===== config.mk =====
export PLATFORM = sky130hd
export DESIGN_NAME = afc_feature_ctrl
export DESIGN_NICKNAME = d
export VERILOG_FILES = /design/src/afc_pkg.sv /design/src/afc_chan_regs.sv /design/src/afc_feature_ctrl.sv
export VERILOG_INCLUDE_DIRS = /design/src
export SDC_FILE = /design/constraint.sdc
export NUM_CORES = 1
export LEC_CHECK = 0
export BUFFER_PORTS_ARGS = -buffer_cell sky130_fd_sc_hd__buf_2
export CAP_MARGIN = 20
export CORE_MARGIN = 8
export CORE_UTILIZATION = 35
export CTS_CLUSTER_SIZE = 25
export DETAILED_ROUTE_END_ITERATION = 8
export REMOVE_ABC_BUFFERS = 1
export SYNTH_ARGS = -nofsm -noshare
export SYNTH_HDL_FRONTEND = slang
export SYNTH_SLANG_ARGS = --single-unit

===== constraint.sdc =====
create_clock -name ref_clk -period 1.6 [get_ports ref_clk]
set_input_delay 0 -clock ref_clk [delete_from_list [all_inputs] [get_ports ref_clk]]
set_output_delay 0 -clock ref_clk [all_outputs]
set_load 0.01 [all_outputs]

===== src/afc_consts.svh =====
// Register offsets, field positions, reset values and timing counts
`ifndef AFC_CONSTS_SVH
`define AFC_CONSTS_SVH

`define AFC_ADDR_W              13
`define AFC_OFS_FEATURES        13'h002a
`define AFC_OFS_OUT_ASSIGN      13'h002e
`define AFC_OFS_SYNC_CTRL       13'h0100
`define AFC_OFS_USER_CFG2       13'h0101

`define AFC_RST_FEATURES        8'h01
`define AFC_RST_ASSIGN_A        8'h00
`define AFC_RST_ASSIGN_B        8'h01
`define AFC_RST_SYNC_CTRL       8'h01
`define AFC_RST_USER_CFG2       8'h88

`define AFC_SYNC_MASTER_BIT     0
`define AFC_SYNC_DIV_EN_BIT     1
`define AFC_SYNC_NEXT_ONLY_BIT  2
`define AFC_SYNC_USED_MASK      8'h07
`define AFC_CFG2_OE_PIN_BIT     7
`define AFC_CFG2_DETECT_BIT     3
`define AFC_CFG2_RUN_OSC_BIT    2
`define AFC_CFG2_PD_DIS_BIT     0
`define AFC_CFG2_USED_MASK      8'h8d
`define AFC_CH_USED_MASK        8'h01

// Low-rate detector: encode period longer than 1/5 MSPS = 200 ns
`define AFC_CLK_HZ              20000000
`define AFC_LOW_RATE_HZ         5000000
`define AFC_LOW_RATE_CYC        (`AFC_CLK_HZ / `AFC_LOW_RATE_HZ)

`endif


===== src/afc_pkg.sv =====
// Types shared by the feature-control block
package afc_pkg;
  typedef logic [7:0]  afc_byte_t;
  typedef logic [12:0] afc_addr_t;
  typedef enum logic [1:0] {
    AFC_SY_IDLE  = 2'b00,
    AFC_SY_ARMED = 2'b01,
    AFC_SY_DONE  = 2'b10
  } afc_sync_state_t;
endpackage : afc_pkg


===== src/afc_chan_regs.sv =====
// Per-channel feature and output-assign registers
`timescale 1ns/1ns
`default_nettype none
`include "afc_consts.svh"
module afc_chan_regs
  import afc_pkg::*;
#(
  parameter int NCH = 2
) (
  // Clock and reset
  input  wire logic                 ref_clk,
  input  wire logic                 rst_b,
  // Write port
  input  wire logic                 wr_feat,
  input  wire logic                 wr_assign,
  input  wire logic [NCH-1:0]       ch_sel,
  input  wire afc_pkg::afc_byte_t   wdata,
  // Per-channel state
  output logic      [NCH-1:0]       or_en_ff,
  output logic      [NCH-1:0]       assign_b_ff
);
  import afc_pkg::*;

  logic [NCH-1:0] nxt_or_en;
  logic [NCH-1:0] nxt_assign_b;

  always_comb begin
    nxt_or_en    = or_en_ff;
    nxt_assign_b = assign_b_ff;
    for (int i = 0; i < NCH; i++) begin
      if (wr_feat && ch_sel[i]) begin
        nxt_or_en[i] = wdata[0];
      end
      if (wr_assign && ch_sel[i]) begin
        nxt_assign_b[i] = wdata[0];
      end
    end
  end

  always_ff @(posedge ref_clk or negedge rst_b) begin
    if (!rst_b) begin
      or_en_ff    <= '1;
      assign_b_ff <= NCH'(2);
    end else begin
      or_en_ff    <= nxt_or_en;
      assign_b_ff <= nxt_assign_b;
    end
  end
endmodule : afc_chan_regs
`default_nettype wire


===== src/afc_feature_ctrl.sv =====
// Digital feature-control registers of a dual-channel converter
// Behaviour
// - No sync action at all unless master sync enable is high.
// - Sync pulse reaches divider only when divider enable and master enable high.
// - Next-only low: the first sync pulse resynchronizes the divider, then divider enable clears.
// - Next-only high: align on first pulse, ignore later ones.
// - Divider sync enable clears itself after a completed sync.
// - Output-enable pin controls outputs only when its enable bit is high.
// - Detect enable high: low encode rate below about 5 MSPS starts oscillator.
// - Detect enable low: detector cannot start the oscillator.
// - Run-oscillator bit forces the oscillator on regardless of detector.
// - Pull-down disable bit high disconnects the serial data pin pull-down.
`timescale 1ns/1ns
`default_nettype none
`include "afc_consts.svh"
module afc_feature_ctrl
  import afc_pkg::*;
#(
  parameter int NCH = 2
) (
  // Clock and reset
  input  wire logic                 ref_clk,
  input  wire logic                 rst_b,
  // Register access from the serial port decoder
  input  wire logic                 reg_wr,
  input  wire logic                 reg_rd,
  input  wire afc_pkg::afc_addr_t   reg_addr,
  input  wire afc_pkg::afc_byte_t   reg_wdata,
  input  wire logic [NCH-1:0]       ch_index,
  output afc_pkg::afc_byte_t        reg_rdata_ff,
  // Pins and clocks from outside
  input  wire logic                 sync_pin,
  input  wire logic                 output_enable_bar_pin,
  input  wire logic                 encode_clk_pin,
  // Controls to the converter
  output logic                      div_sync_ff,
  output logic                      low_rate_internal_oscillator_ff,
  output logic                      outputs_enabled_ff,
  output logic                      sdio_pulldown_on_ff,
  output logic [NCH-1:0]            or_out_en_ff,
  output logic [NCH-1:0]            chan_src_b_ff
);
  import afc_pkg::*;

  localparam int DW = $clog2(`AFC_LOW_RATE_CYC + 2);

  afc_byte_t       sync_ctrl_ff, nxt_sync_ctrl;
  afc_byte_t       cfg2_ff, nxt_cfg2;
  afc_sync_state_t sy_state_ff, nxt_sy_state;
  logic [2:0]      sync_s_ff, nxt_sync_s;
  logic [2:0]      enc_s_ff, nxt_enc_s;
  logic [1:0]      oe_s_ff, nxt_oe_s;
  logic [DW-1:0]   gap_ff, nxt_gap;
  logic            low_rate_ff, nxt_low_rate;
  afc_byte_t       nxt_rdata;
  logic            nxt_div_sync;
  logic            sync_edge;
  logic [NCH-1:0]  or_en, assign_b;

  function automatic logic hit(input afc_addr_t a, input afc_addr_t ofs);
    return reg_wr && (a == ofs);
  endfunction : hit

  afc_chan_regs #(.NCH(NCH)) u_chan (
    .ref_clk     (ref_clk),
    .rst_b       (rst_b),
    .wr_feat     (hit(reg_addr, `AFC_OFS_FEATURES)),
    .wr_assign   (hit(reg_addr, `AFC_OFS_OUT_ASSIGN)),
    .ch_sel      (ch_index),
    .wdata       (reg_wdata),
    .or_en_ff    (or_en),
    .assign_b_ff (assign_b)
  );

  // Synchronisers: stage 0 only feeds stage 1
  always_comb begin
    nxt_sync_s = {sync_s_ff[1:0], sync_pin};
    nxt_enc_s  = {enc_s_ff[1:0], encode_clk_pin};
    nxt_oe_s   = {oe_s_ff[0], output_enable_bar_pin};
  end
  assign sync_edge = sync_s_ff[1] & ~sync_s_ff[2];

  // Sync gating and self-clearing divider enable
  always_comb begin
    nxt_sync_ctrl = sync_ctrl_ff;
    nxt_sy_state  = sy_state_ff;
    nxt_div_sync  = 1'b0;
    if (hit(reg_addr, `AFC_OFS_SYNC_CTRL)) begin
      nxt_sync_ctrl = reg_wdata & `AFC_SYNC_USED_MASK;
      nxt_sy_state  = AFC_SY_IDLE;
    end
    if (sync_ctrl_ff[`AFC_SYNC_MASTER_BIT] && sync_ctrl_ff[`AFC_SYNC_DIV_EN_BIT]) begin
      case (sy_state_ff)
        AFC_SY_IDLE: begin
          if (sync_edge) begin
            nxt_div_sync = 1'b1;
            if (sync_ctrl_ff[`AFC_SYNC_NEXT_ONLY_BIT]) begin
              nxt_sy_state = AFC_SY_DONE;
            end
            // Hardware clear wins over a same-cycle write
            nxt_sync_ctrl[`AFC_SYNC_DIV_EN_BIT] = 1'b0;
          end
        end
        AFC_SY_DONE: nxt_div_sync = 1'b0;
        default:     nxt_sy_state = AFC_SY_IDLE;
      endcase
    end
    // Continuous mode: state stays idle; only one pulse resyncs until enable is rewritten
    if (!sync_ctrl_ff[`AFC_SYNC_NEXT_ONLY_BIT] && sy_state_ff == AFC_SY_IDLE) begin
      nxt_sy_state = AFC_SY_IDLE;
    end
  end

  // User config two and low encode rate detector
  always_comb begin
    nxt_cfg2 = cfg2_ff;
    if (hit(reg_addr, `AFC_OFS_USER_CFG2)) begin
      nxt_cfg2 = reg_wdata & `AFC_CFG2_USED_MASK;
    end
    nxt_low_rate = low_rate_ff;
    nxt_gap      = gap_ff;
    if (enc_s_ff[1] != enc_s_ff[2]) begin
      nxt_gap = '0;
      if (enc_s_ff[1]) begin
        nxt_low_rate = 1'b0;
      end
    end else if (gap_ff <= DW'(`AFC_LOW_RATE_CYC)) begin
      nxt_gap = gap_ff + DW'(1);
    end else begin
      nxt_low_rate = 1'b1;
    end
    if (!cfg2_ff[`AFC_CFG2_DETECT_BIT]) begin
      nxt_low_rate = 1'b0;
      nxt_gap      = '0;
    end
  end

  // Read mux; unused bits already masked to zero
  always_comb begin
    nxt_rdata = reg_rdata_ff;
    if (reg_rd) begin
      case (reg_addr)
        `AFC_OFS_FEATURES:   nxt_rdata = {7'h00, |(or_en & ch_index)};
        `AFC_OFS_OUT_ASSIGN: nxt_rdata = {7'h00, |(assign_b & ch_index)};
        `AFC_OFS_SYNC_CTRL:  nxt_rdata = sync_ctrl_ff;
        `AFC_OFS_USER_CFG2:  nxt_rdata = cfg2_ff;
        default:             nxt_rdata = 8'h00;
      endcase
    end
  end

  always_ff @(posedge ref_clk or negedge rst_b) begin
    if (!rst_b) begin
      sync_ctrl_ff                    <= `AFC_RST_SYNC_CTRL;
      cfg2_ff                         <= `AFC_RST_USER_CFG2;
      sy_state_ff                     <= AFC_SY_IDLE;
      sync_s_ff                       <= 3'h0;
      enc_s_ff                        <= 3'h0;
      oe_s_ff                         <= 2'h0;
      gap_ff                          <= '0;
      low_rate_ff                     <= 1'b0;
      reg_rdata_ff                    <= 8'h00;
      div_sync_ff                     <= 1'b0;
      low_rate_internal_oscillator_ff <= 1'b0;
      outputs_enabled_ff              <= 1'b1;
      sdio_pulldown_on_ff             <= 1'b1;
      or_out_en_ff                    <= '0;
      chan_src_b_ff                   <= '0;
    end else begin
      sync_ctrl_ff                    <= nxt_sync_ctrl;
      cfg2_ff                         <= nxt_cfg2;
      sy_state_ff                     <= nxt_sy_state;
      sync_s_ff                       <= nxt_sync_s;
      enc_s_ff                        <= nxt_enc_s;
      oe_s_ff                         <= nxt_oe_s;
      gap_ff                          <= nxt_gap;
      low_rate_ff                     <= nxt_low_rate;
      reg_rdata_ff                    <= nxt_rdata;
      div_sync_ff                     <= nxt_div_sync;
      low_rate_internal_oscillator_ff <= low_rate_ff | cfg2_ff[`AFC_CFG2_RUN_OSC_BIT];
      // Pin ignored while its enable is low
      outputs_enabled_ff              <= ~(cfg2_ff[`AFC_CFG2_OE_PIN_BIT] & oe_s_ff[1]);
      sdio_pulldown_on_ff             <= ~cfg2_ff[`AFC_CFG2_PD_DIS_BIT];
      or_out_en_ff                    <= or_en;
      chan_src_b_ff                   <= assign_b;
    end
  end
endmodule : afc_feature_ctrl
`default_nettype wire


Yosys cells after proc, flatten, opt, wreduce, memory -nomap -nowiden
Index checks and enable logic that the tools add are counted.
{"block": "totals", "mem_bits_ro": 0, "output_inout_bits": 16, "ram_bits": 0, "input_bits": 30, "wordCells": 75, "reg_bits": 41, "latchBits": 0, "mem_count": 0}
{"block": "op_classes", "magnitude_cmp": 1, "bitwise": 8, "n_shift": 0, "n_eq_ne": 9, "div_mod_pow": 0, "n_mux": 21, "addsub": 1, "multipliers": 0, "n_reduce_logical": 15}
{"operator": "8-bit one-hot mux with 4 select lines", "count": 1}
{"operator": "13-bit by 6-bit == test with 1-bit output (second input constant)", "count": 2}
{"operator": "13-bit by 9-bit == test with 1-bit output (second input constant)", "count": 2}
{"operator": "2-bit 2-to-1 mux", "count": 6}
{"operator": "1-bit logical AND", "count": 10}
{"operator": "1-bit 2-to-1 mux", "count": 10}
{"operator": "3-bit 2-to-1 mux", "count": 3}
{"operator": "3-bit != test (second input constant)", "count": 2}
{"operator": "2-bit AND", "count": 2}
{"operator": "2-bit one-hot mux with 2 select lines", "count": 1}
{"operator": "2-bit OR reduction", "count": 2}
{"operator": "3-bit by 1-bit adder with 3-bit output (second input constant)", "count": 1}
{"operator": "3-bit less-or-equal comparator (second input constant)", "count": 1}
{"operator": "3-bit by 1-bit != test with 1-bit output (second input constant)", "count": 1}
{"operator": "1-bit inverter", "count": 3}
{"operator": "1-bit AND", "count": 2}
{"operator": "2-bit == test (second input constant)", "count": 1}
{"operator": "2-bit zero test", "count": 1}
{"operator": "2-bit AND reduction", "count": 1}
{"operator": "1-bit zero test", "count": 1}
{"operator": "1-bit != test", "count": 1}
{"operator": "1-bit bitwise OR", "count": 1}

Logic depth before layout (Yosys ltp)
Gate-level depths: netlist of the first run.
{"block": "logic_depth", "depth_word": 8, "depth_mapped": 5, "mapped_depth_nobuf": 5}

Modules after synthesis
Synthesis of the first run repeated with hierarchy kept, for this count alone.
{"block": "unflattened", "cells_unflattened": 119, "hier_area_um2": 1534.0}
{"mod": "afc_feature_ctrl", "cells_each": 107, "instances": 1, "area_per_inst_um2": 1370.1, "seq_area_each_um2": 857.1}
{"mod": "afc_chan_regs", "cells_each": 12, "instances": 1, "area_per_inst_um2": 163.9, "seq_area_each_um2": 103.8}

Worst setup path after synthesis of the first run
No wires, ideal clock.
{"block": "synth_timing", "path_type": "reg2reg", "from": "register sync_ctrl_ff[0]", "to": "register sy_state_ff[1]", "setup_slack_ns": 0.369, "arrival_ns": 1.150, "n_path_buf": 0, "required_ns": 1.518, "period_less_slack_ns": 1.231, "setup_time_ns": 0.082, "path_stages_with_launch": 5, "cell_sequence": "dfstp_2 nand2_1 nor4_1 a22oi_1 a31oi_1"}
{"block": "synth_between", "elab_chain_len": 3}
{"element": "start, declared", "line_no": "afc_feature_ctrl.sv:47", "rtl": "afc_byte_t sync_ctrl_ff, nxt_sync_ctrl;"}
{"element": "start signal, assigned", "line_no": "afc_feature_ctrl.sv:154", "rtl": "sync_ctrl_ff <= `AFC_RST_SYNC_CTRL;"}
{"element": "start signal, assigned", "line_no": "afc_feature_ctrl.sv:170", "rtl": "sync_ctrl_ff <= nxt_sync_ctrl;"}
{"element": "1-bit logical AND", "line_no": "afc_feature_ctrl.sv:92", "rtl": "if (sync_ctrl_ff[`AFC_SYNC_MASTER_BIT] && sync_ctrl_ff[`AFC_SYNC_DIV_EN_BIT]) begin"}
{"element": "2-bit 2-to-1 mux", "line_no": "afc_feature_ctrl.sv:92"}
{"element": "2-bit 2-to-1 mux", "line_no": "afc_feature_ctrl.sv:109", "rtl": "if (!sync_ctrl_ff[`AFC_SYNC_NEXT_ONLY_BIT] && sy_state_ff == AFC_SY_IDLE) begin"}
{"element": "net nxt_sy_state[1]", "line_no": "afc_feature_ctrl.sv:49", "rtl": "afc_sync_state_t sy_state_ff, nxt_sy_state;"}
{"element": "end signal, assigned", "line_no": "afc_feature_ctrl.sv:172", "rtl": "sy_state_ff <= nxt_sy_state;"}
{"element": "end, declared", "line_no": "afc_feature_ctrl.sv:49"}
The timed path passes the listed nets, and every way through them passes these cells.
A chain may end at the register's enable or synchronous reset.

Final worst setup path of the first run
{"block": "layout_timing", "from": "register gap_ff[0]", "to": "register gap_ff[1]"}
{"block": "layout_between", "elab_chain_len": 4, "elab_cells_between_ends": 6, "cone_classes": "add/sub (1); order compare (1); eq/ne (1); mux (3)"}
{"element": "start, declared", "line_no": "afc_feature_ctrl.sv:53", "rtl": "logic [DW-1:0] gap_ff, nxt_gap;"}
{"element": "start signal, assigned", "line_no": "afc_feature_ctrl.sv:176", "rtl": "gap_ff <= nxt_gap;"}
{"element": "3-bit by 1-bit adder with 3-bit output", "line_no": "afc_feature_ctrl.sv:128", "rtl": "nxt_gap = gap_ff + DW'(1);"}
{"element": "3-bit 2-to-1 mux", "line_no": "afc_feature_ctrl.sv:127", "rtl": "end else if (gap_ff <= DW'(`AFC_LOW_RATE_CYC)) begin"}
{"element": "3-bit 2-to-1 mux", "line_no": "afc_feature_ctrl.sv:122", "rtl": "if (enc_s_ff[1] != enc_s_ff[2]) begin"}
{"element": "3-bit 2-to-1 mux", "line_no": "afc_feature_ctrl.sv:132", "rtl": "if (!cfg2_ff[`AFC_CFG2_DETECT_BIT]) begin"}
Parallel ways exist; a longest one is shown, timed or not. The select of a mux whose other input is x is not followed.

==> results.json, run 1 <==
{
  "layout-drive-gt1-share_pct": 39.1,
  "async_flop_share_pct": 100,
  "synth.most_common_cell": "dfrtp_1",
  "wl_met1_mm": 1.47,
  "clk_root_buffer_cell": "clkbuf_8",
  "numClockSinks": 38,
  "synth_edf_count": 0,
  "io_pins": 46,
  "max-cap-violations": 0,
  "rows": 24,
  "finish.instance_area_sq_um": 1990,
  "avgSynthCellArea_sq_um": 13.1,
  "worstPathArrival_ns": 1.48,
  "wl_per_cell_um": 14.3,
  "vias_per_cell": 4.86,
  "cts-buffers-inserted": 5,
  "layout.nets": 205,
  "crit_required_ns": 1.77,
  "synthAdderAreaFrac_pct": 1.59,
  "drt-pass1-iter-count": 4,
  "synthDominantCellAreaShare_pct": 47.8,
  "wl_met3_um": 226,
  "max_freq_mhz": 764,
  "syn-cell-area_sq_um": 1570,
  "synth_compound_area_share_pct": 5.82,
  "detail-route-antenna-nets": 0,
  "peakVddDrop_uv": 420,
  "powerDensity_nw_per_um2": 876,
  "final_core_util_pct": 45.7,
  "max-slew-margin-rel_pct": 45.8,
  "fin_crit_ns": 1.31,
  "die_x_um": 83.0,
  "syn_to_final_growth_pct": 26.6,
  "synth.area.mux_share_pct": 10.1,
  "crit_path_end_kind": "register",
  "postCtsSetupBuffers": 0,
  "synth-simple-area-share_pct": 15.9,
  "worst_pin_slew_ns": 0.813,
  "yosys_warnings": 0,
  "grt_pass1_wl_mm": 5.54,
  "tns_ns": 0,
  "hold_class": "in -> reg",
  "hold_violations": 0,
  "port_buffers": 39,
  "n_antenna_cell": 0,
  "clkLatencyLatePin_ns": 0.28,
  "place_area_sq_um": 1810,
  "grt_overflow": 0,
  "cts_buffer_depth": 2,
  "synth_xor_area_share_pct": 0.558,
  "dr_wl_met2_mm": 1.50,
  "rsz0062_at_grt": "false",
  "synth_area_leaders": "dfrtp_1, dfstp_2, mux2_4",
  "die-height_um": 83.0,
  "clkTransAtPathRegs_ns": 0.07,
  "fin_crit_sh_pct": 81.8,
  "power_leakage_nw": 0.931,
  "worstSetupPathType": "reg -> reg",
  "htree_levels": 2,
  "start_util_pct": 36.1,
  "antenna_found_initial": 0,
  "core_sq_um": 4350,
  "die-area_sq_um": 6890,
  "synth_top_family_by_area": "simple AND/OR/NAND/NOR gates",
  "cts_tree": "built",
  "synthCells": 120,
  "synth.largest_area_cell": "dfrtp_1",
  "status": "finished, final reports clean",
  "maxSlewViolCount": 0,
  "drc_errors": 0,
  "skew_ns": 0.00668,
  "hpwlAfterDp_mm": 2.44,
  "cp_max_fo": 3,
  "synth_top_cells_by_count": "dfrtp_1, inv_1, dfstp_2",
  "grt_use_total_pct": 9.80,
  "seq_area_frac_synth_pct": 61.2,
  "grt_max_degree": 39,
  "cp-start-kind": "register",
  "place.gp.congestion": 0.755,
  "setup_viol": 0,
  "synth-seq-cells": 38,
  "top_layer": "met4",
  "netlist-cell-type-count": 39,
  "drtIter0Drc": 46,
  "synth_ff_type": "dfrtp_1",
  "via_count": 1098,
  "hold_slack_ns": 0.0104,
  "grt_pass1_vias": 1200,
  "wirelength_mm": 3.24
}
==> flip-flops by register name (all words and copies together), names as in the netlist <==
register                         flops
reg_rdata_ff                         5
cfg2_ff                              4
enc_s_ff                             3
gap_ff                               3
sync_ctrl_ff                         3
sync_s_ff                            3
chan_src_b_ff                        2
oe_s_ff                              2
or_out_en_ff                         2
sy_state_ff                          2
u_chan.assign_b_ff                   2
u_chan.or_en_ff                      2
div_sync_ff                          1
low_rate_ff                          1
low_rate_internal_oscillator_ff      1
outputs_enabled_ff                   1
sdio_pulldown_on_ff                  1
==> final timing paths <==
path | startpoint | endpoint | slack [ns] | cells after the start
worst max-delay path | gap_ff[0] | gap_ff[1] | 0.29 | 5
worst min-delay path | reg_wdata[0] | u_chan.assign_b_ff[1] | 0.01 | 2
worst min register to register | sync_s_ff[0] | sync_s_ff[1] | 0.36 | 0
max in group asynchronous | rst_b | sync_s_ff[0] | 0.74 | 2
min in group asynchronous | rst_b | gap_ff[1] | 0.34 | 2
worst max register to register | gap_ff[0] | gap_ff[1] | 0.29 | 5
==> logic make-up (layout without fill, tap and decap cells) <==
logic type | Yosys count | after routing
compound gates | 14 | 14
xor+xnor | 1 | 1
fa+ha+maj | 2 | 2
buf+inv | 14 | 66
flops | 38 | 38
mux | 13 | 13
other cells | 1 | 3
simple gates | 37 | 37
==> per-layer routing <==
layer	vias to the layer above	GRT usage [%]
li1	522	-
met1	539	11.6
met2	32	14.9
met3	5	4.79
met4	0	3.83
met5	-	0
==> final cells by class <==
| cell class | instances | area (sq um) |
|---|---|---|
| fillers | 408 | 2370 |
| flip-flops and latches | 38 | 961 |
| multi-input cells | 70 | 544 |
| repair buffers | 49 | 293 |
| clock buffers | 7 | 86.3 |
| well taps | 52 | 65.1 |
| inverters | 9 | 33.8 |
| clock inverters | 1 | 5.00 |
==> placed cells by master, fill, tap and decap left out, types with 2 or more instances in the layout <==
| cell type | instances |
|---|---|
| dlygate4sd3_1 | 9 |
| a21oi_1 | 3 |
| nand2b_1 | 3 |
| dfrtp_1 | 30 |
| inv_1 | 9 |
| mux2_2 | 3 |
| nor2_1 | 4 |
| mux2i_1 | 2 |
| ha_1 | 2 |
| clkbuf_8 | 6 |
| mux2_4 | 4 |
| dfstp_2 | 8 |
| mux2_1 | 4 |
| conb_1 | 3 |
| a22oi_1 | 3 |
| nand3_1 | 3 |
| nand4_1 | 3 |
| o22ai_1 | 4 |
| nand4b_1 | 3 |
| and3_1 | 2 |
| nand2_1 | 7 |
| buf_2 | 39 |
==> metrics by stage <==
| stage | setup slack (ns) | instances | power (W) |
|---|---|---|---|
| finish | 0.291 | 226 | 0.00174 |
| detailed placement | 0.159 | 209 | 0.00108 |
| floorplan | 0.369 | 117 | 0.00101 |
| global placement | 0.213 | 209 | 0.00108 |
| CTS | 0.278 | 226 | 0.00177 |
| global route | 0.148 | 226 | 0.00183 |
==> critical path, stage by stage, from the launching register on <==
cell	delay (ns)
dfrtp_1	0.36
inv_1	0.07
ha_1	0.21
nor2b_1	0.28
mux2i_1	0.24
nor2_1	0.05
==> timing repair <==
action                    CTS  global route
hold endpoints to repair   42             0
resized for setup           0             0
hold buffers                9             0
==> where the power goes <==
| part | switching, W | internal, W |
|---|---|---|
| combinational | 0.0000562 | 0.0000484 |
| clock | 0.000313 | 0.000347 |
| sequential | 0.00000415 | 0.000973 |
| total | 0.000373 | 0.00137 |
Power figures use the tool's default switching activity.
==> run 2, diff against run 1 <==
==> constraint.sdc (replaced) <==
create_clock -name ref_clk -period 1.2 [get_ports ref_clk]
set_input_delay 0 -clock ref_clk [delete_from_list [all_inputs] [get_ports ref_clk]]
set_output_delay 0 -clock ref_clk [all_outputs]
set_load 0.01 [all_outputs]
==> run 2 against run 1 <==
Sequential power grew 33%. Sequential cell count is the same. Total power grew 36%. Largest power group unchanged. Clock skew shrank 0.0032 ns.
==> results.json, run 2 (same netlist as run 1, synthesis figures left out) <==
{
  "rsz0062_at_grt": "true",
  "crit_path_frequent_cell": "a22oi_2",
  "cts-buffers-inserted": 5,
  "fillCellCount": 391,
  "maxSlewViolCount": 0,
  "worstPathCellList": "a22oi_2 -> a21oi_2 -> a22oi_2 -> o22ai_1",
  "pwr-share-seq_pct": 54.8,
  "power_leakage_nw": 1.01,
  "wl_per_cell_um": 15.5,
  "cp_max_fo": 3,
  "antenna_found_initial": 0,
  "fin_crit_sh_pct": 95.7,
  "clkTransAtPathRegs_ns": 0.07,
  "worstSetupPathType": "reg -> reg",
  "core_sq_um": 4350,
  "hpwlAfterDp_mm": 2.81,
  "wirelength_mm": 3.72,
  "grt_max_degree": 23,
  "max_freq_mhz": 871,
  "io_pins": 46,
  "sw_frac_of_total_pct": 22.5,
  "syn_to_final_growth_pct": 37.0,
  "n_antenna_cell": 0,
  "r2r_slack_ns": 0.05,
  "hold_class": "in -> reg",
  "post-place-cells": 221,
  "grt_overflow": 0,
  "largest_reg_flops": 5,
  "clock_power_share_pct": 38.1,
  "layout.nets": 219,
  "vias_per_cell": 4.85,
  "fin_crit_ns": 1.15,
  "cts_tree": "built",
  "finalNonFillerCells": 240,
  "status": "finished, final reports clean",
  "rows": 24,
  "cts_buffer_depth": 2,
  "crit_required_ns": 1.38,
  "die_x_um": 83.0,
  "place.gp.congestion": 0.772,
  "powerDensity_nw_per_um2": 1110,
  "drc_errors": 0,
  "htree_levels": 2,
  "p_comb_share_pct": 7.1,
  "setup_viol": 0,
  "intPower_w": 0.00184,
  "crit_path_end_kind": "register",
  "port_buffers": 39,
  "max-cap-violations": 0,
  "grt_use_total_pct": 11.5,
  "start_util_pct": 36.1,
  "worstPathArrival_ns": 1.32,
  "final_common_cell": "buf_2",
  "critPathMaxStageDelay_ns": 0.41,
  "numClockSinks": 38,
  "clk_root_buffer_cell": "clkbuf_8",
  "drt-pass1-iter-count": 4,
  "finish.instance_area_sq_um": 2150,
  "skew_ns": 0.00350,
  "via_count": 1164,
  "die-area_sq_um": 6890,
  "p_switching_w": 0.000534,
  "hold_violations": 0,
  "most-common-layout-cells": "buf_2, dfrtp_1, buf_4",
  "grt_pass1_vias": 1309,
  "grt_pass1_wl_mm": 6.45,
  "critical_path.slowest_cell": "dfrtp_1",
  "peakVddDrop_uv": 505,
  "reg.largest.list": "reg_rdata_ff (5), cfg2_ff (4)",
  "hold_slack_ns": 0.00779,
  "drtIter0Drc": 31,
  "top_register": "reg_rdata_ff",
  "clkLatencyLatePin_ns": 0.29,
  "place_area_sq_um": 1910,
  "detail-route-antenna-nets": 0,
  "die-height_um": 83.0,
  "layout-drive-gt1-share_pct": 47.3,
  "cp-start-kind": "register"
}
[run 2: metrics by stage]
stage,setup WS [ns],setup TNS (ns),util (%),total power [W]
floorplan,-0.0315,-0.0315,-,0.00135
finish,0.0514,0,49.4,0.00238
detailed placement,-0.182,-1.83,43.9,0.00147
global route,-0.0236,-0.0581,49.4,0.00249
CTS,0.00125,0,48.5,0.00241
global placement,-0.129,-0.987,43.9,0.00146
[run 2: critical path, delay by kind of cell, from the launching register on]
| kind | cells | cell delay [ns] |
|---|---|---|
| compound gates | 4 | 0.62 |
| flops | 1 | 0.41 |
[run 2: path summary, 6_finish.rpt]
path / to / from / depth (start not counted)
max: reg_rdata_ff[0] / u_chan.assign_b_ff[0] / 4
min reg2reg: enc_s_ff[1] / enc_s_ff[0] / 0
min: u_chan.assign_b_ff[1] / reg_wdata[0] / 2
min in group asynchronous: sync_ctrl_ff[2] / rst_b / 2
max in group asynchronous: sync_ctrl_ff[0] / rst_b / 3
max reg2reg: reg_rdata_ff[0] / u_chan.assign_b_ff[0] / 4
[run 2: routing by layer]
metal	part of all wire, %	up-vias	track usage, %
met1	41	568	12.9
met5	0	-	0
met3	8.5	8	6.15
li1	-	550	-
met4	1.6	0	3.35
met2	49	38	18.3
[run 2: repair_timing]
action	4_1_cts	5_1_grt
setup endpoints to repair	6	4
hold buffers	9	0
pin swaps	1	5
setup buffers	0	2
resized for setup	5	4
hold endpoints to repair	47	0
[run 2: cell type report]
| type | count | area (sq um) | share of cell area [%] |
|---|---|---|---|
| Sequential cell | 38 | 961 | 44.7 |
| Multi-Input combinational cell | 70 | 589 | 27.4 |
| Timing Repair Buffer | 63 | 410 | 19.1 |
| Clock buffer | 7 | 86.3 | 4.01 |
| Tap cell | 52 | 65.1 | 3.03 |
| Inverter | 9 | 33.8 | 1.57 |
| Clock inverter | 1 | 5.00 | 0.233 |
[run 2: power groups by stage]
stage	sequential (W)	combinational, W	clock (W)
after floorplan	0.00132	0.0000263	0
after global placement	0.00133	0.000138	0
after detailed placement	0.00133	0.000143	0
after CTS	0.00130	0.000168	0.000945
after global routing	0.00130	0.000189	0.000994
final	0.00130	0.000169	0.000907
==> run 3, diff against run 2 <==
--- a/config.mk
+++ b/config.mk
@@ -10,6 +10,7 @@
 export CAP_MARGIN = 20
 export CORE_MARGIN = 8
 export CORE_UTILIZATION = 35
+export CTS_BUF_LIST = sky130_fd_sc_hd__clkbuf_4 sky130_fd_sc_hd__clkbuf_8 sky130_fd_sc_hd__clkbuf_16
 export CTS_CLUSTER_SIZE = 25
 export DETAILED_ROUTE_END_ITERATION = 8
 export REMOVE_ABC_BUFFERS = 1
==> run 3 against run 2 <==
Routed wire length shrank 0.19%. Sequential power is essentially flat. Die area is the same. Count of clock-buffer cells in the layout is the same. First-iteration DRC count grew 32%. Combinational power is essentially flat. Utilization grew 0.26 points.
==> results.json, run 3 (same netlist as run 1, synthesis figures left out) <==
{
  "status": "finished, final reports clean",
  "n_antenna_cell": 0,
  "die-height_um": 83.0,
  "power_leakage_nw": 1.02,
  "grt_overflow": 0,
  "die-area_sq_um": 6890,
  "vias_per_cell": 4.80,
  "setup_viol": 0,
  "powerDensity_nw_per_um2": 1110,
  "hold_slack_ns": 0.0115,
  "worstPathArrival_ns": 1.31,
  "hold_violations": 0,
  "clock_power_share_pct": 38.8,
  "reg.largest.list": "reg_rdata_ff (5), cfg2_ff (4)",
  "top_register": "reg_rdata_ff",
  "grt_use_total_pct": 11.6,
  "crit_required_ns": 1.37,
  "die_x_um": 83.0,
  "cts_buffer_depth": 2,
  "syn_to_final_growth_pct": 37.7,
  "multi_input_area_sq_um": 589,
  "via_count": 1156,
  "port_buffers": 39,
  "finalNonFillerCells": 241,
  "intPower_w": 0.00187,
  "use_met3_pct": 6.15,
  "most-common-layout-cells": "buf_2, dfrtp_1, buf_4",
  "grt_util_met1_pct": 12.8,
  "crit_path_end_kind": "register",
  "peakVddDrop_uv": 504,
  "grt_use_met2_pct": 18.6,
  "start_util_pct": 36.1,
  "hold_class": "in -> reg",
  "htree_levels": 2,
  "sw_frac_of_total_pct": 22.4,
  "fin_crit_sh_pct": 94.8,
  "regArea_sq_um": 961,
  "grt_pass1_wl_mm": 6.50,
  "drtIter0Drc": 41,
  "maxSlewViolCount": 0,
  "final_common_cell": "buf_2",
  "top_usage_layer": "met2",
  "skew_ns": 0.00200,
  "rsz0062_at_grt": "true",
  "numClockSinks": 38,
  "place.gp.congestion": 0.772,
  "layout.nets": 220,
  "clk_root_buffer_cell": "clkbuf_8",
  "antenna_found_initial": 0,
  "fin_crit_ns": 1.14,
  "hpwlAfterDp_mm": 2.81,
  "pwr-share-seq_pct": 54.2,
  "grt_pass1_vias": 1308,
  "cts_tree": "built",
  "p_switching_w": 0.000538,
  "max-cap-violations": 0,
  "cp-start-kind": "register",
  "max_freq_mhz": 879,
  "wl_per_cell_um": 15.4,
  "grt_max_degree": 23,
  "worstSetupPathType": "reg -> reg",
  "drc_errors": 0,
  "post-place-cells": 221,
  "fillCellCount": 390,
  "largest_reg_flops": 5,
  "cp_max_fo": 2,
  "clkLatencyLatePin_ns": 0.29,
  "core_sq_um": 4350,
  "drt-pass1-iter-count": 4,
  "clkTransAtPathRegs_ns": 0.07,
  "cts-buffers-inserted": 5,
  "wirelength_mm": 3.71,
  "rows": 24,
  "io_pins": 46,
  "p_comb_share_pct": 7.0,
  "layout-drive-gt1-share_pct": 48.1,
  "detail-route-antenna-nets": 0
}
[run 3: changes by cell type in the layout (fill, tap and decap cells not counted), sizes merged]
cell and change:
buf +1
[run 3: through the flow]
step	instance area (sq um)	total power (W)	setup slack, ns	utilization, %	setup TNS, ns
finish	2160	0.00240	0.0621	49.7	0
global route	2160	0.00251	-0.0217	49.7	-0.0369
CTS	2120	0.00244	0.00109	48.6	0
detailed placement	1910	0.00147	-0.182	43.9	-1.83
global placement	1910	0.00146	-0.129	43.9	-0.987
floorplan	1540	0.00135	-0.0315	-	-0.0315
[run 3: final timing paths]
kind / from / endpoint / slack, ns / cells after the start
setup / recovery: u_chan.or_en_ff[0] / reg_rdata_ff[0] / 0.06 / 4
hold / removal: reg_wdata[0] / u_chan.assign_b_ff[1] / 0.01 / 2
setup reg to reg: u_chan.or_en_ff[0] / reg_rdata_ff[0] / 0.06 / 4
hold reg to reg: enc_s_ff[0] / enc_s_ff[1] / 0.35 / 0
max in group asynchronous: rst_b / u_chan.or_en_ff[0] / 0.51 / 3
min in group asynchronous: rst_b / gap_ff[2] / 0.16 / 2
[run 3: area by class of cell]
class / instances / share of cell area (%)
flip-flops and latches: 38 / 44.4
well taps: 52 / 3.01
repair buffers: 64 / 19.3
inverters: 9 / 1.56
multi-input cells: 70 / 27.3
clock buffers: 7 / 4.17
clock inverters: 1 / 0.231
[run 3: power by group through the flow]
stage / Sequential [W] / Clock [W] / Combinational (W)
after CTS: 0.00130 / 0.000968 / 0.000168
final: 0.00130 / 0.000933 / 0.000169
after detailed placement: 0.00133 / 0 / 0.000143
after global routing: 0.00130 / 0.00102 / 0.000189
after global placement: 0.00133 / 0 / 0.000138
after floorplan: 0.00132 / 0 / 0.0000263
[run 3: timing repair]
action,CTS,global route
cloned,0,0
endpoints found under the hold margin,47,0
buffers inserted,0,3
endpoints found under the setup margin,6,4
hold buffers,9,0
pin swaps,1,5
resized for setup,5,4
[run 3: routing by layer]
layer	vias up	share of wire (%)
met3	8	8.3
met2	32	49
met5	-	0
met4	0	1.2
li1	550	-
met1	566	42
[run 3: critical path: stages, from the launching register on]
cell and delay [ns]:
dfstp_2 0.38, a221oi_2 0.28, a21oi_2 0.06, a22oi_2 0.19
o22ai_1 0.10
